### src/core/pkts_defs.vh
// constants for the power-up kernel test sequencer
`ifndef PKTS_DEFS_VH
`define PKTS_DEFS_VH
// indicator timing in clock cycles
`define PKTS_PULSE_ON 32'd2500000
`define PKTS_PULSE_OFF 32'd2500000
`define PKTS_PAUSE 32'd10000000
`define PKTS_PULSE_COUNT 4'h8
// kernel fault codes
`define PKTS_FAULT_ROM 2'h1
`define PKTS_FAULT_NVM 2'h2
`define PKTS_FAULT_HK 2'h3
// compartment characters, ascii
`define PKTS_CHAR_L 8'h4C
`define PKTS_CHAR_C 8'h43
`define PKTS_CHAR_R 8'h52
// compartment slot encodings
`define PKTS_SLOT_L 2'h0
`define PKTS_SLOT_C 2'h1
`define PKTS_SLOT_R 2'h2
`endif

### src/core/pkts_fault_flash.v
// fault code flasher for the two channel indicators
`timescale 1ns/1ns
`include "pkts_defs.vh"
module pkts_fault_flash #(
    parameter [31:0] ON_CYC = `PKTS_PULSE_ON,
    parameter [31:0] OFF_CYC = `PKTS_PULSE_OFF,
    parameter [31:0] PAUSE_CYC = `PKTS_PAUSE
) (
    input wire mclk_in,
    input wire rst_n_in,
    input wire start_in,
    input wire [1:0] code_in,
    output reg ch1_out,
    output reg ch2_out,
    output wire busy_out
);
    localparam S_IDLE = 2'h0;
    localparam S_ON = 2'h1;
    localparam S_OFF = 2'h2;
    localparam S_PAUSE = 2'h3;
    reg [1:0] st_q;
    reg [31:0] tmr_q;
    reg [3:0] cnt_q;
    reg [1:0] code_q;
    assign busy_out = (st_q != S_IDLE);
    // eight pulses, pause after so repeated displays stay readable
    always @(posedge mclk_in or negedge rst_n_in) begin
        if (!rst_n_in) begin
            st_q <= S_IDLE;
            tmr_q <= 32'h0;
            cnt_q <= 4'h0;
            code_q <= 2'h0;
            ch1_out <= 1'b0;
            ch2_out <= 1'b0;
        end else begin
            case (st_q)
                S_IDLE: begin
                    ch1_out <= 1'b0;
                    ch2_out <= 1'b0;
                    if (start_in) begin
                        code_q <= code_in;
                        cnt_q <= 4'h1;
                        tmr_q <= ON_CYC - 32'h1;
                        st_q <= S_ON;
                        ch2_out <= 1'b1;
                        ch1_out <= (code_in == 2'h1);
                    end
                end
                S_ON: begin
                    if (tmr_q == 32'h0) begin
                        ch1_out <= 1'b0;
                        ch2_out <= 1'b0;
                        tmr_q <= OFF_CYC - 32'h1;
                        st_q <= S_OFF;
                    end else begin
                        tmr_q <= tmr_q - 32'h1;
                    end
                end
                S_OFF: begin
                    if (tmr_q != 32'h0) begin
                        tmr_q <= tmr_q - 32'h1;
                    end else if (cnt_q == `PKTS_PULSE_COUNT) begin
                        tmr_q <= PAUSE_CYC - 32'h1;
                        st_q <= S_PAUSE;
                    end else begin
                        cnt_q <= cnt_q + 4'h1;
                        tmr_q <= ON_CYC - 32'h1;
                        ch2_out <= 1'b1;
                        ch1_out <= (cnt_q + 4'h1 == {2'h0, code_q});
                        st_q <= S_ON;
                    end
                end
                S_PAUSE: begin
                    if (tmr_q == 32'h0) begin
                        st_q <= S_IDLE;
                    end else begin
                        tmr_q <= tmr_q - 32'h1;
                    end
                end
                default: st_q <= S_IDLE;
            endcase
        end
    end
endmodule // pkts_fault_flash

### src/core/pkts_sequencer.v
// power-up kernel test and self-test sequencer
`timescale 1ns/1ns
`include "pkts_defs.vh"
// Notes on behaviour
// - after reset the kernel checks run in order: program checksum, nvm, housekeeping chip.
// - a kernel failure pulses the second channel indicator exactly eight times.
// - the first channel indicator lights only on the pulse whose count equals the failing test.
// - a program checksum mismatch reports code 1 and then still goes on.
// - the nvm check restores each location so calibration data stays unchanged.
// - an nvm failure reports code 2 and repeats the check forever, no mainframe link.
// - a bad calibration checksum loads defaults and flags a checksum error.
// - a housekeeping signature mismatch reports code 3 and loops that test forever.
// - settings are initialised and the link opened only after the nvm and housekeeping checks pass.
// - failure codes are a compartment character and four hex digits.
// - the compartment character is L, C or R for the installed slot.
// - a front-panel change during self-test counts as a failure.
// - the first failure code and the failure count are kept for the block.
// - any self-test failure leads to extended diagnostics.
// - a new configuration runs a partial recalibration, normal only on success.
module pkts_sequencer #(
    parameter [31:0] ON_CYC = `PKTS_PULSE_ON,
    parameter [31:0] OFF_CYC = `PKTS_PULSE_OFF,
    parameter [31:0] PAUSE_CYC = `PKTS_PAUSE
) (
    // clock and reset
    input wire mclk_in,
    input wire rst_n_in,
    // kernel check engines
    output reg rom_start_out,
    input wire rom_done_in,
    input wire [15:0] rom_sum_in,
    input wire [15:0] rom_stored_in,
    output reg nvm_start_out,
    input wire nvm_done_in,
    input wire nvm_fail_in,
    input wire cal_sum_ok_in,
    output reg hk_start_out,
    input wire hk_done_in,
    input wire [15:0] hk_sig_in,
    input wire [15:0] hk_good_in,
    // mainframe side
    input wire [1:0] slot_in,
    input wire new_config_in,
    input wire selftest_req_in,
    input wire selftest_dis_in,
    output reg init_out,
    output reg link_en_out,
    output reg cal_default_out,
    output reg cal_err_out,
    // self-test engine
    output reg st_run_out,
    input wire st_done_in,
    input wire st_fail_in,
    input wire [15:0] st_code_in,
    input wire [7:0] panel_in,
    output reg [7:0] err_char_out,
    output reg [15:0] err_code_out,
    output reg [7:0] err_count_out,
    // recalibration
    output reg recal_start_out,
    input wire recal_done_in,
    input wire recal_ok_in,
    // status
    output reg ext_diag_out,
    output reg normal_out,
    output reg [1:0] kfault_out,
    // indicators
    output wire first_channel_indicator_out,
    output wire second_channel_indicator_out
);
    // kernel check states
    localparam S_ROM = 4'h0;
    localparam S_ROMW = 4'h1;
    localparam S_NVM = 4'h2;
    localparam S_NVMW = 4'h3;
    localparam S_HK = 4'h4;
    localparam S_HKW = 4'h5;
    // link, self-test and recalibration states
    localparam S_INIT = 4'h6;
    localparam S_WREQ = 4'h7;
    localparam S_ST = 4'h8;
    localparam S_RECAL = 4'h9;
    localparam S_RECW = 4'hA;
    localparam S_NORM = 4'hB;
    localparam S_DIAG = 4'hC;
    // kernel fault display states
    localparam S_FLASH = 4'hD;
    localparam S_FWAIT = 4'hE;

    // internal reset copy, sequence state and flasher handshake
    reg rs1_q;
    reg rst_n;
    reg [3:0] st_q;
    reg [3:0] after_q;
    reg [1:0] code_q;
    reg fl_start_q;
    reg [7:0] panel_prev_q;
    reg fl_seen_q;
    // synchronised pins and the combinational self-test failure
    wire fl_busy;
    wire [2:0] in_s;
    wire [7:0] panel_s;
    wire [1:0] slot_s;
    wire st_bad;

    // reset release through two flops
    always @(posedge mclk_in or negedge rst_n_in) begin
        if (!rst_n_in) begin
            rs1_q <= 1'b0;
            rst_n <= 1'b0;
        end else begin
            rs1_q <= 1'b1;
            rst_n <= rs1_q;
        end
    end

    // pins from the mainframe and panel are asynchronous
    pkts_sync2 #(.W(3)) u_sync_ctl (
        .mclk_in(mclk_in),
        .rst_n_in(rst_n),
        .d_in({new_config_in, selftest_req_in, selftest_dis_in}),
        .q_out(in_s)
    );
    // slot and panel share one synchroniser so their bits move together
    pkts_sync2 #(.W(10)) u_sync_panel (
        .mclk_in(mclk_in),
        .rst_n_in(rst_n),
        .d_in({slot_in, panel_in}),
        .q_out({slot_s, panel_s})
    );

    // flasher owns both indicators; its timing stays a parameter for simulation
    pkts_fault_flash #(
        .ON_CYC(ON_CYC),
        .OFF_CYC(OFF_CYC),
        .PAUSE_CYC(PAUSE_CYC)
    ) u_flash (
        .mclk_in(mclk_in),
        .rst_n_in(rst_n),
        .start_in(fl_start_q),
        .code_in(code_q),
        .ch1_out(first_channel_indicator_out),
        .ch2_out(second_channel_indicator_out),
        .busy_out(fl_busy)
    );

    // panel disturbance during the self-test run is a failure
    assign st_bad = st_fail_in || (panel_s != panel_prev_q);

    // main sequence
    always @(posedge mclk_in or negedge rst_n) begin
        if (!rst_n) begin
            st_q <= S_ROM;
            after_q <= S_NVM;
            code_q <= 2'h0;
            fl_start_q <= 1'b0;
            fl_seen_q <= 1'b0;
            panel_prev_q <= 8'h00;
            rom_start_out <= 1'b0;
            nvm_start_out <= 1'b0;
            hk_start_out <= 1'b0;
            init_out <= 1'b0;
            link_en_out <= 1'b0;
            cal_default_out <= 1'b0;
            cal_err_out <= 1'b0;
            st_run_out <= 1'b0;
            err_char_out <= 8'h00;
            err_code_out <= 16'h0000;
            err_count_out <= 8'h00;
            recal_start_out <= 1'b0;
            ext_diag_out <= 1'b0;
            normal_out <= 1'b0;
            kfault_out <= 2'h0;
        end else begin
            // strobes last one cycle, so they are cleared on every edge
            rom_start_out <= 1'b0;
            nvm_start_out <= 1'b0;
            hk_start_out <= 1'b0;
            init_out <= 1'b0;
            recal_start_out <= 1'b0;
            fl_start_q <= 1'b0;
            panel_prev_q <= panel_s;
            case (st_q)
                // kernel check one: program checksum
                S_ROM: begin
                    rom_start_out <= 1'b1;
                    st_q <= S_ROMW;
                end
                S_ROMW: if (rom_done_in) begin
                    if (rom_sum_in != rom_stored_in) begin
                        code_q <= `PKTS_FAULT_ROM;
                        after_q <= S_NVM;
                        st_q <= S_FLASH;
                    end else begin
                        st_q <= S_NVM;
                    end
                end
                // kernel check two: nvm, a failure comes back here
                S_NVM: begin
                    // engine saves and restores each word
                    nvm_start_out <= 1'b1;
                    st_q <= S_NVMW;
                end
                S_NVMW: if (nvm_done_in) begin
                    if (nvm_fail_in) begin
                        code_q <= `PKTS_FAULT_NVM;
                        after_q <= S_NVM;
                        st_q <= S_FLASH;
                    end else begin
                        if (!cal_sum_ok_in) begin
                            cal_default_out <= 1'b1;
                            cal_err_out <= 1'b1;
                        end
                        st_q <= S_HK;
                    end
                end
                // kernel check three: housekeeping signature
                S_HK: begin
                    hk_start_out <= 1'b1;
                    st_q <= S_HKW;
                end
                S_HKW: if (hk_done_in) begin
                    if (hk_sig_in != hk_good_in) begin
                        code_q <= `PKTS_FAULT_HK;
                        after_q <= S_HK;
                        st_q <= S_FLASH;
                    end else begin
                        st_q <= S_INIT;
                    end
                end
                // hand the code to the flasher and wait it out
                S_FLASH: begin
                    kfault_out <= code_q;
                    fl_start_q <= 1'b1;
                    fl_seen_q <= 1'b0;
                    st_q <= S_FWAIT;
                end
                S_FWAIT: begin
                    // wait for the flasher to start then finish
                    if (fl_busy) begin
                        fl_seen_q <= 1'b1;
                    end else if (fl_seen_q) begin
                        st_q <= after_q;
                    end
                end
                // nvm and housekeeping checks passed: settings and link
                S_INIT: begin
                    init_out <= 1'b1;
                    link_en_out <= 1'b1;
                    st_q <= S_WREQ;
                end
                // disable wins over a request seen in the same cycle
                S_WREQ: begin
                    if (in_s[0]) begin
                        st_q <= in_s[2] ? S_RECAL : S_NORM;
                    end else if (in_s[1]) begin
                        st_run_out <= 1'b1;
                        err_count_out <= 8'h00;
                        st_q <= S_ST;
                    end
                end
                // count failing cycles up to 255, keep only the first code
                S_ST: begin
                    if (st_bad && err_count_out != 8'hFF) begin
                        if (err_count_out == 8'h00) begin
                            err_code_out <= st_code_in;
                            case (slot_s)
                                `PKTS_SLOT_L: err_char_out <= `PKTS_CHAR_L;
                                `PKTS_SLOT_C: err_char_out <= `PKTS_CHAR_C;
                                default: err_char_out <= `PKTS_CHAR_R;
                            endcase
                        end
                        err_count_out <= err_count_out + 8'h01;
                    end
                    // a failure on the done cycle still counts
                    if (st_done_in) begin
                        st_run_out <= 1'b0;
                        if (st_bad || err_count_out != 8'h00) begin
                            st_q <= S_DIAG;
                        end else begin
                            st_q <= in_s[2] ? S_RECAL : S_NORM;
                        end
                    end
                end
                // new slot or first install: partial recalibration
                S_RECAL: begin
                    recal_start_out <= 1'b1;
                    st_q <= S_RECW;
                end
                // a failed recalibration ends in diagnostics
                S_RECW: if (recal_done_in) begin
                    st_q <= recal_ok_in ? S_NORM : S_DIAG;
                end
                // end states hold until the next reset
                S_NORM: normal_out <= 1'b1;
                S_DIAG: ext_diag_out <= 1'b1;
                default: st_q <= S_ROM;
            endcase
        end
    end
endmodule // pkts_sequencer

### src/core/pkts_sync2.v
// two flip-flop synchroniser
`timescale 1ns/1ns
module pkts_sync2 #(
    parameter W = 1
) (
    input wire mclk_in,
    input wire rst_n_in,
    input wire [W-1:0] d_in,
    output wire [W-1:0] q_out
);
    reg [W-1:0] s1_q;
    reg [W-1:0] s2_q;
    // first stage read only by second
    always @(posedge mclk_in or negedge rst_n_in) begin
        if (!rst_n_in) begin
            s1_q <= {W{1'b0}};
            s2_q <= {W{1'b0}};
        end else begin
            s1_q <= d_in;
            s2_q <= s1_q;
        end
    end
    assign q_out = s2_q;
endmodule // pkts_sync2

### config.mk
export PLATFORM = sky130hd
export DESIGN_NAME = pkts_sequencer
export DESIGN_NICKNAME = d
export VERILOG_FILES = /design/src/core/pkts_fault_flash.v /design/src/core/pkts_sequencer.v /design/src/core/pkts_sync2.v
export VERILOG_INCLUDE_DIRS = /design/src /design/src/core
export SDC_FILE = /design/constraint.sdc
export NUM_CORES = 1
export LEC_CHECK = 0
export ABC_AREA = 1
export BUFFER_PORTS_ARGS = -buffer_cell sky130_fd_sc_hd__buf_4
export CORE_MARGIN = 2
export CORE_UTILIZATION = 41
export CTS_CLUSTER_DIAMETER = 200
export CTS_CLUSTER_SIZE = 20
export DETAILED_ROUTE_END_ITERATION = 10
export PLACE_DENSITY = 0.64
export SLEW_MARGIN = 20
export SYNTH_ARGS = -nofsm -noshare
export SYNTH_HDL_FRONTEND = slang
export SYNTH_HIERARCHICAL = 1
export SYNTH_SLANG_ARGS = --single-unit
### constraint.sdc
create_clock -name mclk_in -period 5.7 [get_ports mclk_in]
set_input_delay 0.285 -clock mclk_in [delete_from_list [all_inputs] [get_ports mclk_in]]
set_output_delay 0.285 -clock mclk_in [all_outputs]
set_load 0.005 [all_outputs]
* Word level (Yosys, flattened, before mapping)
Cells that the tools add are included.
** Storage, ports and cells
- Flip-flop bits (word level) :: 134
- Bits of input ports :: 104
- Output and inout bits :: 47
** Operators by class
- $add $sub $neg :: 3
- Equality and inequality tests :: 46
- Multiplexer cells :: 72
- Bitwise logic cells :: 3
- Reductions and logical operators :: 29
** Operator list (number)
- two-way mux 32 bit :: 4
- case mux 32 bit (4 select lines) :: 1
- two-way mux 4 bit :: 21
- case mux 4 bit (14 select lines) :: 1
- != test 2 bit (second input constant) :: 17
- == test 4 bit (second input constant) :: 8
- logical NOT 32 bit :: 1
- != test 16 bit :: 2
- nonzero test 32 bit :: 1
- subtractor 32 x 1 -> 32 bit (second input constant) :: 1
- two-way mux 2 bit :: 12
- two-way mux 24 bit :: 1
- two-way mux 8 bit :: 3
- AND reduction 4 bit :: 6
- two-way mux 1 bit :: 17
- == test 4 x 3 -> 1 bit (second input constant) :: 4
- case mux 8 bit (2 select lines) :: 1
- case mux 4 bit (3 select lines) :: 1
- case mux 5 bit (2 select lines) :: 1
- AND reduction 9 bit :: 1
- adder 8 x 1 -> 8 bit (second input constant) :: 1
- == test 4 x 2 -> 1 bit (second input constant) :: 2
- logical NOT 8 bit :: 1
- != test 8 bit :: 1
- 26 further kinds :: 44

* Logic depth before layout (Yosys ltp)
- Depth in word-level cells :: 6
- Depth in mapped cells :: 14

* Modules after synthesis
The synthesis kept the hierarchy.
** By module, submodules not included
- pkts_sequencer :: instances 1, cells an instance 541, area an instance 3602.2 um^2
- pkts_fault_flash :: instances 1, cells an instance 479, area an instance 3135.5 um^2
- pkts_sync2 (u_sync_panel) :: instances 1, cells an instance 20, area an instance 500.5 um^2
- pkts_sync2 (u_sync_ctl) :: instances 1, cells an instance 6, area an instance 150.1 um^2

* Worst setup path before layout
No wires, ideal clock.
- Path kind :: register to register
- Start :: register err_count_out[0]
- End :: register err_char_out[6]
- Arrival time :: 1578 ps
- Required time :: 5573 ps
- Slack :: 3994 ps
- Stages on the path, launching flop included :: 11
- Path buffers :: 1
- Period minus slack after synthesis :: 1706 ps
- Cell sequence :: dfrtp_1 ha_1 nand3_1 nor2_1 nand3_1 nand2_2 inv_2 nand3_2 inv_1 buf_4 or2_2
** On the way
- Word-level cells in the longest chain between the ends :: 3
- Elaborated cells on any way between the ends :: 4
- Classes of those cells :: 1 x eq/ne; 3 x reduce/logical
** Ends and longest elaborated chain
- start, declared :: line pkts_sequencer.v:58 : output reg [7:0] err_count_out,
- start signal, assigned :: line pkts_sequencer.v:273 : err_count_out <= err_count_out + 8'h01;
- != test 8 bit :: line pkts_sequencer.v:264 : if (st_bad && err_count_out != 8'hFF) begin
- logical AND 1 bit :: line pkts_sequencer.v:264
- AND reduction 3 bit (no source line) (*)
- end signal, assigned :: line pkts_sequencer.v:268 : `PKTS_SLOT_L: err_char_out <= `PKTS_CHAR_L;
- end signal, assigned :: line pkts_sequencer.v:269 : `PKTS_SLOT_C: err_char_out <= `PKTS_CHAR_C;
- end signal, assigned :: line pkts_sequencer.v:270 : default: err_char_out <= `PKTS_CHAR_R;
- end, declared :: line pkts_sequencer.v:56 : output reg [7:0] err_char_out,
Every way passes the cells marked *; elsewhere a longest branch is shown, timed or not.
A chain may end at the register's enable or synchronous reset.

* Final worst setup path
- Start :: register err_count_out[0]
- End :: register err_char_out[3]
Same word-level chain as after synthesis.

==> summary.md <==
| Metric | Value |
|---|---|
| Hold path startpoint | `st_done_in` |
| Internal cell power | `approximately 0.0023 W` |
| Yosys reg bits | `129` |
| Via Count | `about 6700` |
| Largest net degree at the start of global routing | `just under 80` |
| Sequential share of power | `0.345` |
| Final nets | `roughly 1300` |
| Xor/xnor share of the synthesized area | `0.04860` |
| Worst-Margin Slew | `about 840 ps` |
| CTS tree | `done` |
| DRC violations left | `0` |
| Worst reg-to-reg setup slack | `3120 ps` |
| GRT Util Overall | `0.1894` |
| Final TNS setup | `0 ps` |
| Avg Cell Area, Syn | `~7.1 um^2` |
| Critical path capture point type | `flip-flop` |
| Peak supply drop | `0.2709 mV` |
| R2R depth | `11` |
| Vias per cell | `4.595` |
| Sequential element share of the synthesized area | `0.4371` |
| Total power draw | `a little under 0.004 W` |
| CP max FO | `20` |
| Routed WL | `~17000 um` |
| Outcome | `finished clean` |
| Max_slew headroom | `0.4398` |
| Setup ws final | `between 3000 and 4000 ps` |
| Slew Limit Fails | `0` |
| Setup WS pre-CTS | `3088 ps` |
| First-pass GRT wire length | `29880 um` |
| Mapped cell area | `7388 um^2` |
| Power density cells | `418.0 nW/um^2` |
| Die W | `138.2 um` |
| Fmax | `387.0 MHz` |
| Post-synthesis adder-cell area fraction | `0.01863` |
| Pre-antenna DRT Iters | `5` |
| Cell Rows | `49` |
| Worst path slowest cell | `inv_1` |
| Clk buf depth | `2` |
| Leading post-synthesis cells by cell area | `dfrtp_1 43%, nand2_1 19%, nor2_1 8.9%` |
| Crit path required time | `6010 ps` |
| Clock-pin slew on the worst setup and hold paths | `60 ps` |
| # Max-Cap Violations | `0` |
| Setup Crit Path Kind | `flip-flop to flip-flop` |
| Post-synth top area share | `0.4335` |
| Switch share | `0.4053` |
| RR Startpoint | `err_count_out[0]$_DFFE_PN0P_` |
| P&R area growth vs syn | `27.10%` |
| H-tree lvl count | `4` |
| Total CTS buffers | `17` |
| Clk root buf | `clkbuf_16` |
| Yosys warns | `6` |
| Clock latency at the later pin of the worst-skew pair | `between 400 and 500 ps` |
| CP peak stage delay | `610 ps` |
| Unrepaired setup endpoints after global routing | `no` |
| Pleak | `roughly 5.2 nW` |
| Clock power share | `0.256` |
| Placed Instances | `roughly 1400` |
| Post-Synth Simple-Gate Area | `0.3577` |
| RR Endpoint | `err_char_out[3]$_DFFE_PN0P_` |
| Antenna violations before repair | `0` |
| Crit path cell chain | `ha_1, nand3_1, nor2_1, nand3_1, nand2_2, inv_2, nand3_2, inv_1, o21ai_0, o21ai_0, inv_1` |
| Antenna cells | `0` |
| Port Buffers | `roughly 150` |
| HPWL after DPL | `13090 um` |
| Initial Util | `0.4141` |
| Endpoints failing setup | `0` |
| Multiplexer share of the synthesized area | `0.001524` |
| I/O pins | `roughly 150` |
| Largest family of logic cells by synthesized area | `simple AND/OR/NAND/NOR gates` |
| Core area | `roughly 18000 um^2` |
| Final min period | `2584 ps` |
| Clk sinks | `between 100 and 150` |
| Type of the most critical hold path | `input pin to flip-flop` |
| Comb pwr share | `0.399` |
| Die ar. | `19110 um^2` |
| Global placement routability congestion | `0.8805` |
| Final worst-path cycle share | `0.4533` |
| Final core occ | `0.5263` |
| Die H | `approximately 140 um` |
| Antenna viol nets, final | `0` |
| Compound-Gate Fraction of Synth Area | `0.04505` |
| Initial drt markers | `457` |
| Synth Instances | `1046` |
| Hold EP | `st_run_out$_DFFE_PN0P_` |
| Global route overflow | `0` |
| CP arrival | `2890 ps` |
| Synth unique cells | `43` |
| Hold Crit Depth | `2` |
| Finished Layout Cells | `around 1500` |
| Startpoint types | `flip-flop` |
| Drt wl/cell | `11.98 um` |
| Endpoints failing hold | `0` |
| Dominant cell type by area after synthesis | `dfrtp_1` |
| Worst Skew | `6.043 ps` |
| Vias in the first global route | `6568` |
| Share of layout cells above drive strength 1 | `0.1860` |
| NetSw | `~0.0016 W` |
## cell type report
type / instances / area, um^2
inverters: 143 / 540.5
flip-flops and latches: 129 / 3233
clock buffers: 19 / 442.9
clock inverters: 13 / 106.4
repair buffers: 164 / 1286
fillers: 1742 / 8451
well taps: 229 / 286.5
multi-input cells: 758 / 3495
## cells by family after synthesis
| kind of cell | after synthesis |
|---|---|
| mux | 1 |
| xor+xnor | 41 |
| buf+inv | 160 |
| fa+ha+maj | 11 |
| other cells | 2 |
| flops | 129 |
| compound gates | 60 |
| simple gates | 642 |
## critical path: cells and delay by family, from the launching register on
family | cells | cell delay, ps
buf+inv | 3 | 750
fa+ha+maj | 1 | 260
flops | 1 | 440
simple gates | 5 | 680
compound gates | 2 | 340
## layout by cell type, fill, tap and decap left out, types with 2 or more instances in the layout
cell,netlist,final
buf_4,5,149
nor2_1,175,175
nand2_1,367,367
o21ai_1,2,2
ha_1,11,11
xor2_1,28,28
conb_1,2,3
inv_1,136,136
nor2_2,15,15
or2_2,4,4
dfrtp_1,128,127
o21ai_0,26,26
xnor2_1,13,13
clkinvlp_4,0,5
nand2_4,2,2
clkinv_4,0,4
nand3_2,2,2
o21ai_2,2,2
a21oi_1,20,20
inv_2,5,5
nand2_2,6,6
nand3_1,49,49
nor2_4,3,3
inv_6,0,2
o22ai_1,3,3
nand4_1,7,7
clkinv_2,1,2
dlygate4sd3_1,0,14
clkbuf_16,0,17
nand3b_1,8,8
## worst max-delay path by stage
stage	startpoint	depth (start not counted)	end	slack, ps
3_3_place_gp	err_count_out[0]$_DFFE_PN0P_	11	err_char_out[3]$_DFFE_PN0P_	3150
6_report	err_count_out[0]$_DFFE_PN0P_	11	err_char_out[3]$_DFFE_PN0P_	3120
3_5_place_dp	err_count_out[0]$_DFFE_PN0P_	11	err_char_out[3]$_DFFE_PN0P_	3090
2_1_floorplan	rst_n$_DFF_PN0_	0	after_q[2]$_DFFE_PN0P_	1840
4_1_cts	err_count_out[0]$_DFFE_PN0P_	11	err_char_out[3]$_DFFE_PN0P_	3070
5_1_grt	err_count_out[0]$_DFFE_PN0P_	11	err_char_out[3]$_DFFE_PN0P_	2860
## sequential cells by signal, summed over array words and instances, names as in the netlist, 2 cells and up
name / flops
u_sync_panel/s1_q: 10
u_flash/cnt_q: 4
kfault_out: 2
err_code_out: 16
panel_prev_q: 8
u_flash/code_q: 2
u_flash/st_q: 2
err_count_out: 8
code_q: 2
u_flash/tmr_q: 32
err_char_out: 5
u_sync_panel/q_out: 10
after_q: 2
u_sync_ctl/q_out: 3
u_sync_ctl/s1_q: 3
st_q: 4
## repair_timing
item,in CTS,in global routing
hold endpoints to repair,15,0
hold buffers,14,0
buffers inserted,0,0
resized for setup,0,0
## synth_stat cells, drive strengths merged
cell / n
o21bai: 1
conb: 2
xor2: 28
dfrtp: 128
nand4: 7
dfstp: 1
o21a: 1
inv: 142
nand2: 375
nor2: 193
or2: 6
nand3: 51
mux2: 1
and2: 1
nand3b: 8
o22ai: 3
buf: 15
clkinv: 1
nor3: 1
a31o: 1
o31ai: 1
xnor2: 13
a211oi: 1
a2bb2oi: 1
o21ai: 30
a21oi: 21
ha: 11
clkbuf: 2
## power groups by stage
| stage | logic (W) | registers, W | clock network [W] |
|---|---|---|---|
| floorplan | 0.00107 | 0.00134 | 0 |
| global placement | 0.00153 | 0.00137 | 0 |
| detailed placement | 0.00154 | 0.00137 | 0 |
| CTS | 0.00156 | 0.00136 | 0.00103 |
| global route | 0.00178 | 0.00139 | 0.00108 |
| finish | 0.00156 | 0.00136 | 0.00101 |
## per-stage QoR
| stage | hold WS [ps] | instance area (um^2) |
|---|---|---|
| finish | 52.57 | 9390 |
| detailed placement | 71.20 | 8673 |
| global placement | 68.61 | 8673 |
| floorplan | -10.59 | 7392 |
| CTS | 38.26 | 9363 |
| global route | 36.53 | 9390 |
## per-layer routing
metal,share of wire,GRT usage,routed length (um),vias to the layer above
li1,-,-,-,3494
met1,0.45,0.2386,7761,3001
met2,0.48,0.3142,8358,166
met3,0.060,0.05715,1049,24
met4,0.015,0.06015,255,0
met5,0,0,0,-
Power figures use the tool's default switching activity.
